## config.mk

```make
export PLATFORM = sky130hd
export DESIGN_NAME = rxo_rx_output
export DESIGN_NICKNAME = d
export VERILOG_FILES = /design/src/verilog/rxo_pkg.sv /design/src/verilog/rxo_rx_output.sv
export VERILOG_INCLUDE_DIRS = /design/src /design/src/verilog
export SDC_FILE = /design/constraint.sdc
export NUM_CORES = 1
export LEC_CHECK = 0
export BUFFER_PORTS_ARGS = -buffer_cell sky130_fd_sc_hd__buf_4
export CAP_MARGIN = 20
export CORE_ASPECT_RATIO = 2
export CORE_MARGIN = 2
export CORE_UTILIZATION = 60
export DETAILED_ROUTE_END_ITERATION = 10
export PLACE_DENSITY = 0.87
export SLEW_MARGIN = 20
export SYNTH_ARGS = -nofsm -noshare
export SYNTH_HDL_FRONTEND = slang
export SYNTH_SLANG_ARGS = --single-unit
```

## constraint.sdc

```tcl
create_clock -name core_clk -period 2.2 [get_ports core_clk]
set_input_delay 0.44 -clock core_clk [delete_from_list [all_inputs] [get_ports core_clk]]
set_output_delay 0.44 -clock core_clk [all_outputs]
set_load 0.005 [all_outputs]
```

## src/verilog/rxo_cfg.svh

```systemverilog
/*
 rxo_cfg.svh: constants for the receive output stage.
 assumes: included by bare name before the package.
*/
`ifndef RXO_CFG_SVH
`define RXO_CFG_SVH
`define RXO_NUM_CH      3
`define RXO_PIPE_DEPTH  4
`define RXO_B3ZS_B_POS  2
`define RXO_HDB3_B_POS  3
`define RXO_CMD_INV_BIT 0
`define RXO_CMD_EQ_BIT  1
`define RXO_CMD_RESET   2'h0
`endif

```

## src/verilog/rxo_pkg.sv

```systemverilog
/*
 rxo_pkg: carrier types of the receive output stage.
 assumes: rxo_cfg.svh is on the include path.
*/
`include "rxo_cfg.svh"
package rxo_pkg;
    // per-channel pins coming in
    typedef struct packed {
        logic line_clk;
        logic line_in_tip;
        logic line_in_ring;
        logic tx_negative_in;
        logic equalizer_enable_pin;
        logic hdb3_select;
    } rxo_line_in_t;

    // per-channel pins going out
    typedef struct packed {
        logic recovered_rx_clock;
        logic rx_positive_out;
        logic rx_negative_out;
        logic equalizer_on;
    } rxo_rx_out_t;

    // command register image
    typedef struct packed {
        logic eq_on;
        logic clk_inv;
    } rxo_cmd_t;

    typedef struct packed {
        logic [2:0]                 clk_sync;
        logic [1:0]                 tip_sync;
        logic [1:0]                 ring_sync;
        logic [1:0]                 txn_sync;
        logic [1:0]                 eq_sync;
        logic [1:0]                 hdb_sync;
        logic [`RXO_PIPE_DEPTH-1:0] pipe_pos;
        logic [`RXO_PIPE_DEPTH-1:0] pipe_neg;
        logic                       last_neg;
        logic                       seen_pulse;
        rxo_rx_out_t                out;
    } rxo_chan_t;
endpackage : rxo_pkg

```

## src/verilog/rxo_rx_output.sv

```systemverilog
/*
 rxo_rx_output: recovered clock and data output stage, all channels.
 assumes: line clock, tip/ring slicer levels and mode pins are asynchronous
 to core_clk and much slower (link clock about 8 MHz against 250 MHz).
*/
`timescale 1ns/10ps
`include "rxo_cfg.svh"

// Notes on behaviour
// Each channel drives a recovered clock output that times its data outputs.
// By default the data outputs change on the rising edge of that clock.
// In host mode a set invert bit in the command register moves updates to the falling edge.
// In hardware mode a high select pin inverts the clock and updates data on its falling edge.
// In hardware mode a low select pin keeps data updates on the rising edge.
// Each positive line pulse gives a high pulse on the positive data output.
// In dual rail each negative line pulse gives a high pulse on the negative data output.
// With the decoder on, zero substitution patterns come out as zeros.
// In hardware mode the equalizer pin turns the equalizer on when high, bypass when low.
// In host mode the equalizer pin is ignored and should be held at ground.
// In host mode a low reset pin returns the command register to its defaults.
// The shared pin is register reset in host mode, clock invert select in hardware mode.
// The rail select pin chooses single rail when high and dual rail when low.
// The far end holds its transmit negative input low to enable decoding in single rail.
// With the decoder off every received pulse passes through unchanged.
module rxo_rx_output #(
    parameter int NUM_CH = `RXO_NUM_CH
) (
    // clock and reset
    input  wire logic                             core_clk,
    input  wire logic                             rstn,
    // device mode pins
    input  wire logic                             host_mode_pin,
    input  wire logic                             shared_select_pin,
    input  wire logic                             single_dual_rail_select,
    // command register write, core_clk domain
    input  wire logic                             cmd_wr_en,
    input  wire rxo_pkg::rxo_cmd_t                cmd_wr_data,
    // per-channel line side
    input  wire rxo_pkg::rxo_line_in_t [NUM_CH-1:0] line_in,
    // per-channel terminal side
    output rxo_pkg::rxo_rx_out_t       [NUM_CH-1:0] rx_out,
    // command register read back
    output rxo_pkg::rxo_cmd_t                     cmd_state
);
    import rxo_pkg::*;

    if (NUM_CH < 1 || NUM_CH > 8) begin : g_bad_param
        $error("rxo_rx_output: NUM_CH must be 1 to 8");
    end

    typedef struct packed {
        logic [1:0]              host_sync;
        logic [1:0]              shr_sync;
        logic [1:0]              rail_sync;
        rxo_cmd_t                cmd;
        rxo_chan_t [NUM_CH-1:0]  ch;
    } rxo_state_t;

    rxo_state_t state_reg;
    rxo_state_t state_next;

    // decoded modes, from synchronised pins only
    logic host_m;
    logic single_m;
    logic hw_inv;
    logic reg_clr;
    logic [NUM_CH-1:0] rise;
    logic [NUM_CH-1:0] fall;
    logic [NUM_CH-1:0] dec_on;
    logic [NUM_CH-1:0] viol;

    always_comb begin
        host_m   = state_reg.host_sync[1];
        single_m = state_reg.rail_sync[1];
        hw_inv   = !host_m && state_reg.shr_sync[1];
        reg_clr  = host_m && !state_reg.shr_sync[1];
        for (int i = 0; i < NUM_CH; i++) begin
            rise[i] = state_reg.ch[i].clk_sync[1] && !state_reg.ch[i].clk_sync[2];
            fall[i] = !state_reg.ch[i].clk_sync[1] && state_reg.ch[i].clk_sync[2];
            // decoder only in single rail with far end tx negative at ground
            dec_on[i] = single_m && !state_reg.ch[i].txn_sync[1];
        end
    end

    // substitution clean-up: violation drops V and its balancing B
    function automatic logic [`RXO_PIPE_DEPTH-1:0] rxo_strip(
        input logic [`RXO_PIPE_DEPTH-1:0] pipe,
        input logic                       hit,
        input logic                       hdb3
    );
        logic [`RXO_PIPE_DEPTH-1:0] res;
        res = pipe;
        if (hit) begin
            res[0] = 1'b0;
            if (hdb3) begin
                res[`RXO_HDB3_B_POS] = 1'b0;
            end else begin
                res[`RXO_B3ZS_B_POS] = 1'b0;
            end
        end
        return res;
    endfunction : rxo_strip

    always_comb begin
        logic p;
        logic n;
        logic upd;
        logic [`RXO_PIPE_DEPTH-1:0] np;
        logic [`RXO_PIPE_DEPTH-1:0] nn;
        p   = 1'b0;
        n   = 1'b0;
        upd = 1'b0;
        np  = '0;
        nn  = '0;
        viol = '0;
        state_next = state_reg;
        state_next.host_sync = {state_reg.host_sync[0], host_mode_pin};
        state_next.shr_sync  = {state_reg.shr_sync[0], shared_select_pin};
        state_next.rail_sync = {state_reg.rail_sync[0], single_dual_rail_select};

        // command register; the pin reset beats a write
        if (reg_clr) begin
            state_next.cmd = rxo_cmd_t'(`RXO_CMD_RESET);
        end else if (cmd_wr_en) begin
            state_next.cmd = cmd_wr_data;
        end

        for (int i = 0; i < NUM_CH; i++) begin
            state_next.ch[i].clk_sync  = {state_reg.ch[i].clk_sync[1:0], line_in[i].line_clk};
            state_next.ch[i].tip_sync  = {state_reg.ch[i].tip_sync[0], line_in[i].line_in_tip};
            state_next.ch[i].ring_sync = {state_reg.ch[i].ring_sync[0], line_in[i].line_in_ring};
            state_next.ch[i].txn_sync  = {state_reg.ch[i].txn_sync[0], line_in[i].tx_negative_in};
            state_next.ch[i].eq_sync   = {state_reg.ch[i].eq_sync[0],
                                          line_in[i].equalizer_enable_pin};
            state_next.ch[i].hdb_sync  = {state_reg.ch[i].hdb_sync[0], line_in[i].hdb3_select};

            // tip wins when both slicers fire: one symbol per bit slot
            p = state_reg.ch[i].tip_sync[1];
            n = state_reg.ch[i].ring_sync[1] && !p;
            viol[i] = dec_on[i] && (p || n) && state_reg.ch[i].seen_pulse
                      && (n == state_reg.ch[i].last_neg);

            // line symbols are taken on the line clock rising edge
            if (rise[i]) begin
                np = {state_reg.ch[i].pipe_pos[`RXO_PIPE_DEPTH-2:0], p};
                nn = {state_reg.ch[i].pipe_neg[`RXO_PIPE_DEPTH-2:0], n};
                // decoder off: shift only, patterns kept
                state_next.ch[i].pipe_pos = rxo_strip(np, viol[i] && !n,
                                                      state_reg.ch[i].hdb_sync[1]);
                state_next.ch[i].pipe_neg = rxo_strip(nn, viol[i] && n,
                                                      state_reg.ch[i].hdb_sync[1]);
                if (p || n) begin
                    state_next.ch[i].last_neg   = n;
                    state_next.ch[i].seen_pulse = 1'b1;
                end
            end

            // clock out is inverted only by the hardware select
            state_next.ch[i].out.recovered_rx_clock =
                state_reg.ch[i].clk_sync[1] ^ hw_inv;
            // hardware invert: inverted clock falls at the line rise
            if (host_m && state_reg.cmd.clk_inv) begin
                upd = fall[i];
            end else begin
                upd = rise[i];
            end
            if (upd) begin
                p = state_reg.ch[i].pipe_pos[`RXO_PIPE_DEPTH-1];
                n = state_reg.ch[i].pipe_neg[`RXO_PIPE_DEPTH-1];
                if (single_m) begin
                    state_next.ch[i].out.rx_positive_out = p || n;
                    state_next.ch[i].out.rx_negative_out = 1'b0;
                end else begin
                    state_next.ch[i].out.rx_positive_out = p;
                    state_next.ch[i].out.rx_negative_out = n;
                end
            end

            if (host_m) begin
                state_next.ch[i].out.equalizer_on = state_reg.cmd.eq_on;
            end else begin
                state_next.ch[i].out.equalizer_on = state_reg.ch[i].eq_sync[1];
            end
        end
    end

    always_ff @(posedge core_clk or negedge rstn) begin
        if (!rstn) begin
            state_reg <= '0;
        end else begin
            state_reg <= state_next;
        end
    end

    always_comb begin
        for (int i = 0; i < NUM_CH; i++) begin
            rx_out[i] = state_reg.ch[i].out;
        end
        cmd_state = state_reg.cmd;
    end

    // watched on channel 0; all channels share one body
    logic c0_pos;
    logic c0_neg;
    logic c0_clk;
    logic c0_eq;
    logic c0_hinv;
    assign c0_pos  = state_reg.ch[0].out.rx_positive_out;
    assign c0_neg  = state_reg.ch[0].out.rx_negative_out;
    assign c0_clk  = state_reg.ch[0].out.recovered_rx_clock;
    assign c0_eq   = state_reg.ch[0].out.equalizer_on;
    assign c0_hinv = host_m && state_reg.cmd.clk_inv;
endmodule : rxo_rx_output
```

==> key figures, run 1 <==
Die
  – Die Ht: roughly 110 microns
  – Initial core utilization: 0.625
  – Core Area: 5180 sq um
  – Die Footprint: 6040 sq um
  – Die width: 56.0 microns
  – # rows: 37
  – Ports: 40

Place
  – HPWL Detailed: about 3800 microns
  – Inst Count DP: 330
  – Buffers on Ports: 39
  – Gpl congestion: 0.843
  – DP Area: about 3500 sq um

Synth
  – Ys async rst share: 1.00
  – Cell Area, Synth: about 3200 sq um
  – Synth Area in Simple Gates: 0.122
  – EDFF count, synth: 0
  – Ys flop type: dfrtp_1
  – Commonest cells post-synth: 89 x dfrtp_1, 31 x nand2_1, 15 x a21oi_1, 14 x buf_4, 13 x nor2_1
  – Post-synth top area cell: dfrtp_1
  – Synthesized area per cell: between 10 and 15 sq um
  – Top-area cell type share of the netlist area: 0.688
  – Post-synthesis register bit count: 89
  – Post-synthesis sequential area ratio: 0.688
  – Post-synthesis adder-cell area fraction: 0
  – Most common cell in the netlist: dfrtp_1
  – Largest family of logic cells by synthesized area: simple AND/OR/NAND/NOR gates
  – Post-Syn Instances: 254
  – Synth Area in Compound Gates: 0.0788
  – Synth Net Count: 280
  – Xor and xnor area share after synthesis: 0.00811
  – Post-synthesis mux area share: 0.0475
  – Yosys warnings: 0
  – Synth cell types: 29
  – Synth area leaders: dfrtp_1 69%, mux2i_1 3.7%, nand2_1 3.6%, buf_4 3.2%, nand4b_1 2.4%

Job
  – Maxcap violations: 0

Clock network
  – Clk buf depth: 2
  – Clk slew on worst S/H paths: about 70 ps
  – CTS tree: yes
  – Number of CTS-inserted buffers: 9
  – CTS resizes: 0
  – H-Tree Depth: 3
  – # hold bufs at CTS: 0
  – Postcts setup bufs: 0
  – Root Driver: clkbuf_8
  – Clk Latency, worst-skew pair: 360 ps
  – Number of clock sinks: 89

Timing
  – RSZ-0062 raised after global routing: false
  – Hold Vio Cnt, Final: 0
  – Final setup violation count: 0
  – Max Slew Vio Count: 0
  – Slew Limit Headroom: 0.542
  – Hold Slack: 17.0 ps
  – Fin crit period: 1520 ps
  – Clk_skew: around 6.5 ps
  – Setup TNS: 0 ps
  – Max Freq: 0.657 GHz
  – Worst Tran Pin Value: 685 ps
  – Final worst-path cycle share: 0.692

Global route
  – Number of global-route vias before repair: a little over 2000
  – Gr usage total: 0.202
  – Overflow after GRT: 0
  – Largest net degree at the start of global routing: 40
  – Initial antenna violation count: 0
  – First-pass GRT wire length: 9000 microns

Critical path
  – CP max-delay cell: nor2b_1
  – WP buf/inv: 0
  – Crit-path max FO: 9
  – Top delay family on crit path: simple AND/OR/NAND/NOR gates
  – CP Cell Sequence: nor2b_1 > o311ai_0 > nand2_1
  – Startpoint types: register
  – Critical Path RT: 2490 ps
  – Worst setup EP type: register
  – CP max stage delay: 600 ps
  – CP Class: reg -> reg
  – Critical Path AT: ~1800 ps

Finish
  – Area growth syn-to-layout: 12.9%
  – Largest register FFs: 49
  – Nets: 309
  – # diodes: 0
  – Layout cell share with drive strength beyond 1: 0.202
  – Final Non-Filler Cells: roughly 350
  – Fin util: 0.705
  – Non-Filler Cell Area, Final: 3660 sq um

Routing
  – ANT nets after route: 0
  – Total wire length: 5290 microns
  – Routed via count: slightly below 2000
  – DRC errors left: 0
  – Post-DR wirelength/cell: 15.3 microns
  – First DRT Iteration DRCs: 38
  – Via/cell ratio: 5.59
  – Pre-Repair DR Iteration Count: 4

Power and ir drop
  – Max VDD drop: 627 uV
  – Power per cell area: between 800 and 900 nW/um^2
  – Leak: about 1.8 nW

Worst hold path
  – Hold Path Class: in -> async

Run status
  – Status: complete, no violations
worst paths after layout:
check                                          from                         to  slack [ps]  cells after the start
hold / removal                                 rstn        rx_out[8]$_DFF_PN0_          20                      1
hold reg to reg            state_next[73]$_DFF_PN0_    state_reg[73]$_DFF_PN0_         350                      0
max in group asynchronous                      rstn  state_reg[11]$_DFFE_PN0P_        1610                      2
setup reg to reg           state_next[53]$_DFF_PN0_  state_reg[39]$_DFFE_PN0P_         680                      3
setup / recovery           state_next[53]$_DFF_PN0_  state_reg[39]$_DFFE_PN0P_         680                      3
min in group core_clk                    line_in[3]   state_next[21]$_DFF_PN0_         190                      1
metrics by stage:
stage          power, W  setup WS [ps]
2_1_floorplan   0.00216            895
3_3_place_gp    0.00228            755
3_5_place_dp    0.00230            697
4_1_cts         0.00330            672
5_1_grt         0.00342            512
6_report        0.00327            677
routing by layer:
layer	vias up	global-route usage	wire length, microns
met4	0	0.131	165
met3	12	0.0577	209
met1	977	0.211	1950
met2	37	0.349	2970
li1	901	-	-
met5	-	0	0
logic make-up after synthesis:
kind of cell | after synthesis
XOR/XNOR | 3
flip-flops | 89
AND/OR/NAND/NOR | 77
buffers and inverters | 30
multiplexers | 15
AO/OA/AOI/OAI | 40
placed cells by master (no fill, tap or decap), types with 2 or more instances in the layout:
cell	instances
o21bai_1	3
and3_1	2
clkbuf_8	12
clkinv_2	3
nor2_1	13
xnor2_1	3
a31oi_1	3
o21ai_1	2
nand4b_1	9
a21oi_1	15
mux2_1	2
mux2i_1	12
o32ai_1	2
nand3b_1	3
nand2_1	31
nor3_1	3
a22o_1	3
or3_1	2
inv_1	7
o211a_1	2
buf_4	40
dfrtp_1	89
o311ai_0	3
o21ai_0	6
nor2b_1	7
nand2b_1	6
report_power, final:
group / switching [W] / internal, W / total, W / leakage (nW)
combinational: 0.000157 / 0.000185 / 0.000342 / 0.601
clock: 0.000511 / 0.000490 / 0.00100 / 0.0980
sequential: 0.000120 / 0.00180 / 0.00192 / 1.08
total: 0.000789 / 0.00248 / 0.00327 / 1.78
cell type report:
cell class	instances	area (sq um)
Sequential cell	89	2230
Fill cell	382	1530
Multi-Input combinational cell	135	830
Timing Repair Buffer	41	320
Clock buffer	12	165
Tap cell	58	72.6
Inverter	7	26.3
Clock inverter	3	15.0
Note: power is estimated with default switching activity, not from simulation.
==> run 2: changes to the inputs <==
--- a/config.mk
+++ b/config.mk
@@ -10,9 +10,9 @@
 export CAP_MARGIN = 20
 export CORE_ASPECT_RATIO = 2
 export CORE_MARGIN = 2
-export CORE_UTILIZATION = 60
+export CORE_UTILIZATION = 51
 export DETAILED_ROUTE_END_ITERATION = 10
-export PLACE_DENSITY = 0.87
+export PLACE_DENSITY = 0.79
 export SLEW_MARGIN = 20
 export SYNTH_ARGS = -nofsm -noshare
 export SYNTH_HDL_FRONTEND = slang
==> constraint.sdc (replaced) <==
create_clock -name core_clk -period 1.4 [get_ports core_clk]
set_input_delay 0.28 -clock core_clk [delete_from_list [all_inputs] [get_ports core_clk]]
set_output_delay 0.28 -clock core_clk [all_outputs]
set_load 0.005 [all_outputs]
==> run 2 against run 1 <==
Against the previous run: setup slack got worse by 580 ps; clock power increased to 2.6 times the previous value; critical path type unchanged; global-route usage decreased by 2.6 points; total power increased by 90%; critical path depth unchanged; combinational power increased by 68%; hold slack improved by 28 ps; first-iteration DRC count increased to 4.2 times the previous value; count of clock-buffer cells in the layout unchanged; register-to-register slack got worse by 580 ps; highest routed layer unchanged.
==> key figures, run 2 (same netlist as run 1, synthesis figures left out) <==
Routing
  – ANT nets after route: 0
  – Post-DR wirelength/cell: 13.8 microns
  – Pre-Repair DR Iteration Count: 4
  – DRC errors left: 0
  – Routed via count: about 2000
  – Via/cell ratio: 5.23
  – Total wire length: approximately 5300 microns
  – First DRT Iteration DRCs: 158

Clock network
  – Clk buf depth: 2
  – Number of CTS-inserted buffers: 9
  – Postcts setup bufs: 0
  – Root Driver: clkbuf_16
  – CTS tree: yes
  – Clk Latency, worst-skew pair: 330 ps
  – H-Tree Depth: 3
  – Clk slew on worst S/H paths: roughly 60 ps
  – Number of clock sinks: 89

Power and ir drop
  – Power per cell area: 1580 nW/um^2
  – Pwr Total: 0.00620 W
  – Max VDD drop: 1010 uV
  – Leak: 1.88 nW

Critical path
  – CP max stage delay: about 500 ps
  – Startpoint types: register
  – CP Class: reg -> reg
  – Worst setup EP type: register
  – WP buf/inv: 0
  – Crit path depth: 3
  – CP max-delay cell: dfrtp_2
  – Crit-path max FO: 12
  – Top delay family on crit path: flip-flops
  – Critical Path AT: 1520 ps
  – Reg2reg path depth: 3
  – CP Cell Sequence: a21oi_1 > o32ai_1 > or3_1
  – Critical Path RT: 1610 ps

Finish
  – Fillers: 474
  – Area growth syn-to-layout: 21.0%
  – # diodes: 0
  – Nets: 317
  – Commonest non-fill, non-tap cell in the layout: dfrtp_1
  – Layout cell share with drive strength beyond 1: 0.230
  – Fin util: 0.631
  – Commonest cells after routing, fill and taps aside: 88 x dfrtp_1, 47 x buf_4, 31 x nand2_1, 14 x a21oi_1, 13 x nor2_1
  – Largest register FFs: 49

Global route
  – Met2 usage: 0.277
  – Overflow after GRT: 0
  – Number of global-route vias before repair: 2000
  – First-pass GRT wire length: 8860 microns
  – Initial antenna violation count: 0
  – Grt peak-use layer: met2
  – GRT met3 Usage: 0.0476
  – Gr usage total: 0.176
  – Largest net degree at the start of global routing: 81
  – M1 GR Usage: 0.208

Die
  – Die Footprint: between 7000 and 8000 sq um
  – # rows: slightly above 40
  – Die Ht: 117 microns
  – Ports: 40
  – Die width: 60.4 microns
  – Initial core utilization: 0.522
  – Core Area: ~6200 sq um

Worst hold path
  – Hold Path Class: in -> reg
  – Hold Path Stages: 1

Timing
  – Final worst setup slack: 92.8 ps
  – Fin crit period: 1310 ps
  – RSZ-0062 raised after global routing: false
  – Worst Tran Pin Value: 407 ps
  – Clk_skew: 5.88 ps
  – Slew Limit Headroom: 0.729
  – Max Freq: 0.765 GHz
  – Max Slew Vio Count: 0
  – Hold Vio Cnt, Final: 0
  – Setup TNS: 0 ps
  – Final worst-path cycle share: 0.934
  – Final setup violation count: 0

Place
  – Buffers on Ports: 39
  – HPWL Detailed: about 3500 microns
  – Gpl congestion: approximately 0.83
  – Dpl ws: 35.3 ps

Job
  – Maxcap violations: 0

Run status
  – Status: complete, no violations
## run 2: routing by layer
layer / up-vias / share of wire
met2: 64 / 0.51
met3: 16 / 0.056
met4: 0 / 0.033
met5: - / 0
li1: 923 / -
met1: 995 / 0.40
## run 2: cell type report
type	instances	area, sq um	area share
flip-flops and latches	89	2230	0.569
inverters	7	26.3	0.00670
clock inverters	4	73.8	0.0188
repair buffers	49	383	0.0977
multi-input cells	135	833	0.213
well taps	86	108	0.0275
clock buffers	12	267	0.0680
## run 2: worst paths after layout
check	from	end	slack, ps
hold reg to reg	state_next[21]$_DFF_PN0_	state_reg[21]$_DFF_PN0_	350
hold / removal	line_in[16]	state_next[77]$_DFF_PN0_	40
max in group asynchronous	rstn	single_m$_DFF_PN0_	450
min in group asynchronous	rstn	state_reg[17]$_DFF_PN0_	310
setup / recovery	single_m$_DFF_PN0_	rx_out[10]$_DFFE_PN0P_	90
setup reg to reg	single_m$_DFF_PN0_	rx_out[10]$_DFFE_PN0P_	90
## run 2: per-stage QoR
stage | area, sq um | hold slack (ps) | instances
floorplan | 3240 | -15.6 | 254
global placement | 3560 | 112 | 365
detailed placement | 3560 | 118 | 365
CTS | 3910 | 29.3 | 382
global route | 3920 | 29.1 | 382
finish | 3920 | 44.8 | 382
## run 2: repair_timing
item	4_1_cts	5_1_grt
hold buffers	1	0
setup endpoints to repair	0	4
hold endpoints to repair	9	0
resized for setup	0	2
## run 2: power breakdown
part	switching (W)	internal, W	total, W	leakage [nW]
combinational	0.000264	0.000309	0.000574	0.639
clock	0.000906	0.00171	0.00261	0.169
sequential	0.000177	0.00284	0.00302	1.08
==> run 3: changes to the inputs <==
==> constraint.sdc (replaced) <==
create_clock -name core_clk -period 1.4 [get_ports core_clk]
set_input_delay 0 -clock core_clk [delete_from_list [all_inputs] [get_ports core_clk]]
set_output_delay 0 -clock core_clk [all_outputs]
set_load 0.005 [all_outputs]
==> run 3 against run 2 <==
Against the previous run: routed wire length is 6.9% higher; sequential share of layout area is 3.0 points lower; clock power is 7% lower; global-route usage is 1.1 points higher; critical endpoint is now rx_out[6]$_DFFE_PN0P_; largest power group unchanged.
==> key figures, run 3 (same netlist as run 1, synthesis figures left out) <==
Critical path
  – Reg2reg path depth: 3
  – Startpoint types: register
  – Worst setup EP type: register
  – Crit-path max FO: 12
  – Critical Path AT: 1540 ps
  – CP max-delay cell: dfrtp_2
  – FF-to-FF Start: single_m$_DFF_PN0_
  – CP Class: reg -> reg
  – WP buf/inv: 0
  – CP Cell Sequence: a21oi_1 > o32ai_1 > or3_1
  – Critical Path RT: 1620 ps
  – CP startpoint: single_m$_DFF_PN0_
  – Top delay family on crit path: flip-flops
  – Crit path depth: 3
  – CP max stage delay: around 500 ps

Finish
  – Layout cell share with drive strength beyond 1: 0.209
  – Area growth syn-to-layout: 27.7%
  – Largest register FFs: 49
  – Final Non-Filler Cells: 407
  – Fillers: 443
  – Nets: 342
  – Non-Filler Cell Area, Final: 4140 sq um
  – Commonest cells after routing, fill and taps aside: 88 x dfrtp_1, 48 x buf_4, 31 x nand2_1, 25 x dlygate4sd3_1, 14 x a21oi_1
  – Commonest non-fill, non-tap cell in the layout: dfrtp_1
  – # diodes: 0

Power and ir drop
  – Max VDD drop: 1070 uV
  – Power per cell area: 1470 nW/um^2
  – Leak: 1.97 nW

Global route
  – Gr usage total: 0.187
  – Initial antenna violation count: 0
  – Overflow after GRT: 0
  – First-pass GRT wire length: 9430 microns
  – Largest net degree at the start of global routing: between 40 and 50
  – Number of global-route vias before repair: 2161

Timing
  – Slew Limit Headroom: 0.793
  – Max Freq: ~0.76 GHz
  – RSZ-0062 raised after global routing: false
  – Hold Vio Cnt, Final: 0
  – Final worst-path cycle share: 0.943
  – Worst Tran Pin Value: 307 ps
  – Fin crit period: 1320 ps
  – Setup TNS: 0 ps
  – Max Slew Vio Count: 0
  – Clk_skew: 5.17 ps
  – Final worst setup slack: roughly 80 ps
  – Hold Slack: 9.10 ps
  – Final setup violation count: 0

Clock network
  – Clk buf depth: 2
  – Postcts setup bufs: 0
  – H-Tree Depth: 3
  – Clk Latency, worst-skew pair: ~340 ps
  – Root Driver: clkbuf_16
  – Clk slew on worst S/H paths: 60 ps
  – Number of CTS-inserted buffers: 9
  – CTS tree: yes
  – Number of clock sinks: 89

Routing
  – DRC errors left: 0
  – ANT nets after route: 0
  – Post-DR wirelength/cell: 13.9 microns
  – Pre-Repair DR Iteration Count: 4
  – Total wire length: 5650 microns
  – Routed via count: between 2000 and 2500
  – First DRT Iteration DRCs: 118
  – Via/cell ratio: a little over 5

Worst hold path
  – Min-delay src: cmd_wr_en
  – Hold Path Stages: 3
  – Hold Path Class: in -> reg

Die
  – # rows: 41
  – Core Area: approximately 6200 sq um
  – Die Ht: 117 microns
  – Initial core utilization: 0.522
  – Ports: 40
  – Die width: 60.4 microns
  – Die Footprint: 7040 sq um

Run status
  – Status: complete, no violations

Place
  – Inst Count DP: 366
  – Dpl ws: roughly 6.6 ps
  – DP Area: around 3600 sq um
  – HPWL Detailed: 3620 microns
  – Gpl congestion: 0.802
  – Buffers on Ports: 39

Job
  – Maxcap violations: 0
-- run 3: layer usage --
metal / vias up / track usage / routed length [microns]
met5: - / 0 / 0
li1: 968 / - / -
met2: 54 / 0.296 / 2970
met4: 0 / 0.0993 / 162
met1: 1042 / 0.212 / 2240
met3: 14 / 0.0742 / 291
-- run 3: worst min-delay path, stage by stage --
cell and delay, ps:
buf_4 100, mux2i_1 70, nor2_1 130
-- run 3: where the power goes --
group | internal, W | leakage, nW | switching [W]
logic | 0.000356 | 0.744 | 0.000278
registers | 0.00284 | 1.08 | 0.000179
clock network | 0.00153 | 0.153 | 0.000903
total | 0.00472 | 1.97 | 0.00136
-- run 3: layout make-up --
class / instances / area, sq um / share of cell area
clock buffer: 14 / 274 / 0.0663
sequential: 89 / 2230 / 0.539
tap: 86 / 108 / 0.0260
multi-input combinational: 135 / 833 / 0.202
clock inverter: 2 / 35.0 / 0.00847
timing repair buffer: 74 / 631 / 0.152
inverter: 7 / 26.3 / 0.00635
-- run 3: final timing paths --
| path | endpoint | slack, ps |
|---|---|---|
| worst max-delay path | rx_out[6]$_DFFE_PN0P_ | 80 |
| worst min-delay path | cmd_state[0]$_DFFE_PN0P_ | 9 |
| worst max register to register | rx_out[6]$_DFFE_PN0P_ | 80 |
| worst min register to register | state_reg[48]$_DFF_PN0_ | 340 |
| max in group asynchronous | state_reg[61]$_DFFE_PN0P_ | 700 |
| min in group asynchronous | c0_eq$_DFF_PN0_ | 100 |
-- run 3: timing repair --
action / 4_1_cts / 5_1_grt
gates resized for setup: 0 / 2
hold buffers: 25 / 0
endpoints found under the hold margin: 112 / 0
endpoints found under the setup margin: 0 / 6
-- run 3: per-stage QoR --
| stage | util | power, W |
|---|---|---|
| 6_report | 0.666 | 0.00608 |
| 3_3_place_gp | 0.575 | 0.00359 |
| 2_1_floorplan | - | 0.00339 |
| 4_1_cts | 0.665 | 0.00614 |
| 3_5_place_dp | 0.575 | 0.00363 |
| 5_1_grt | 0.666 | 0.00636 |
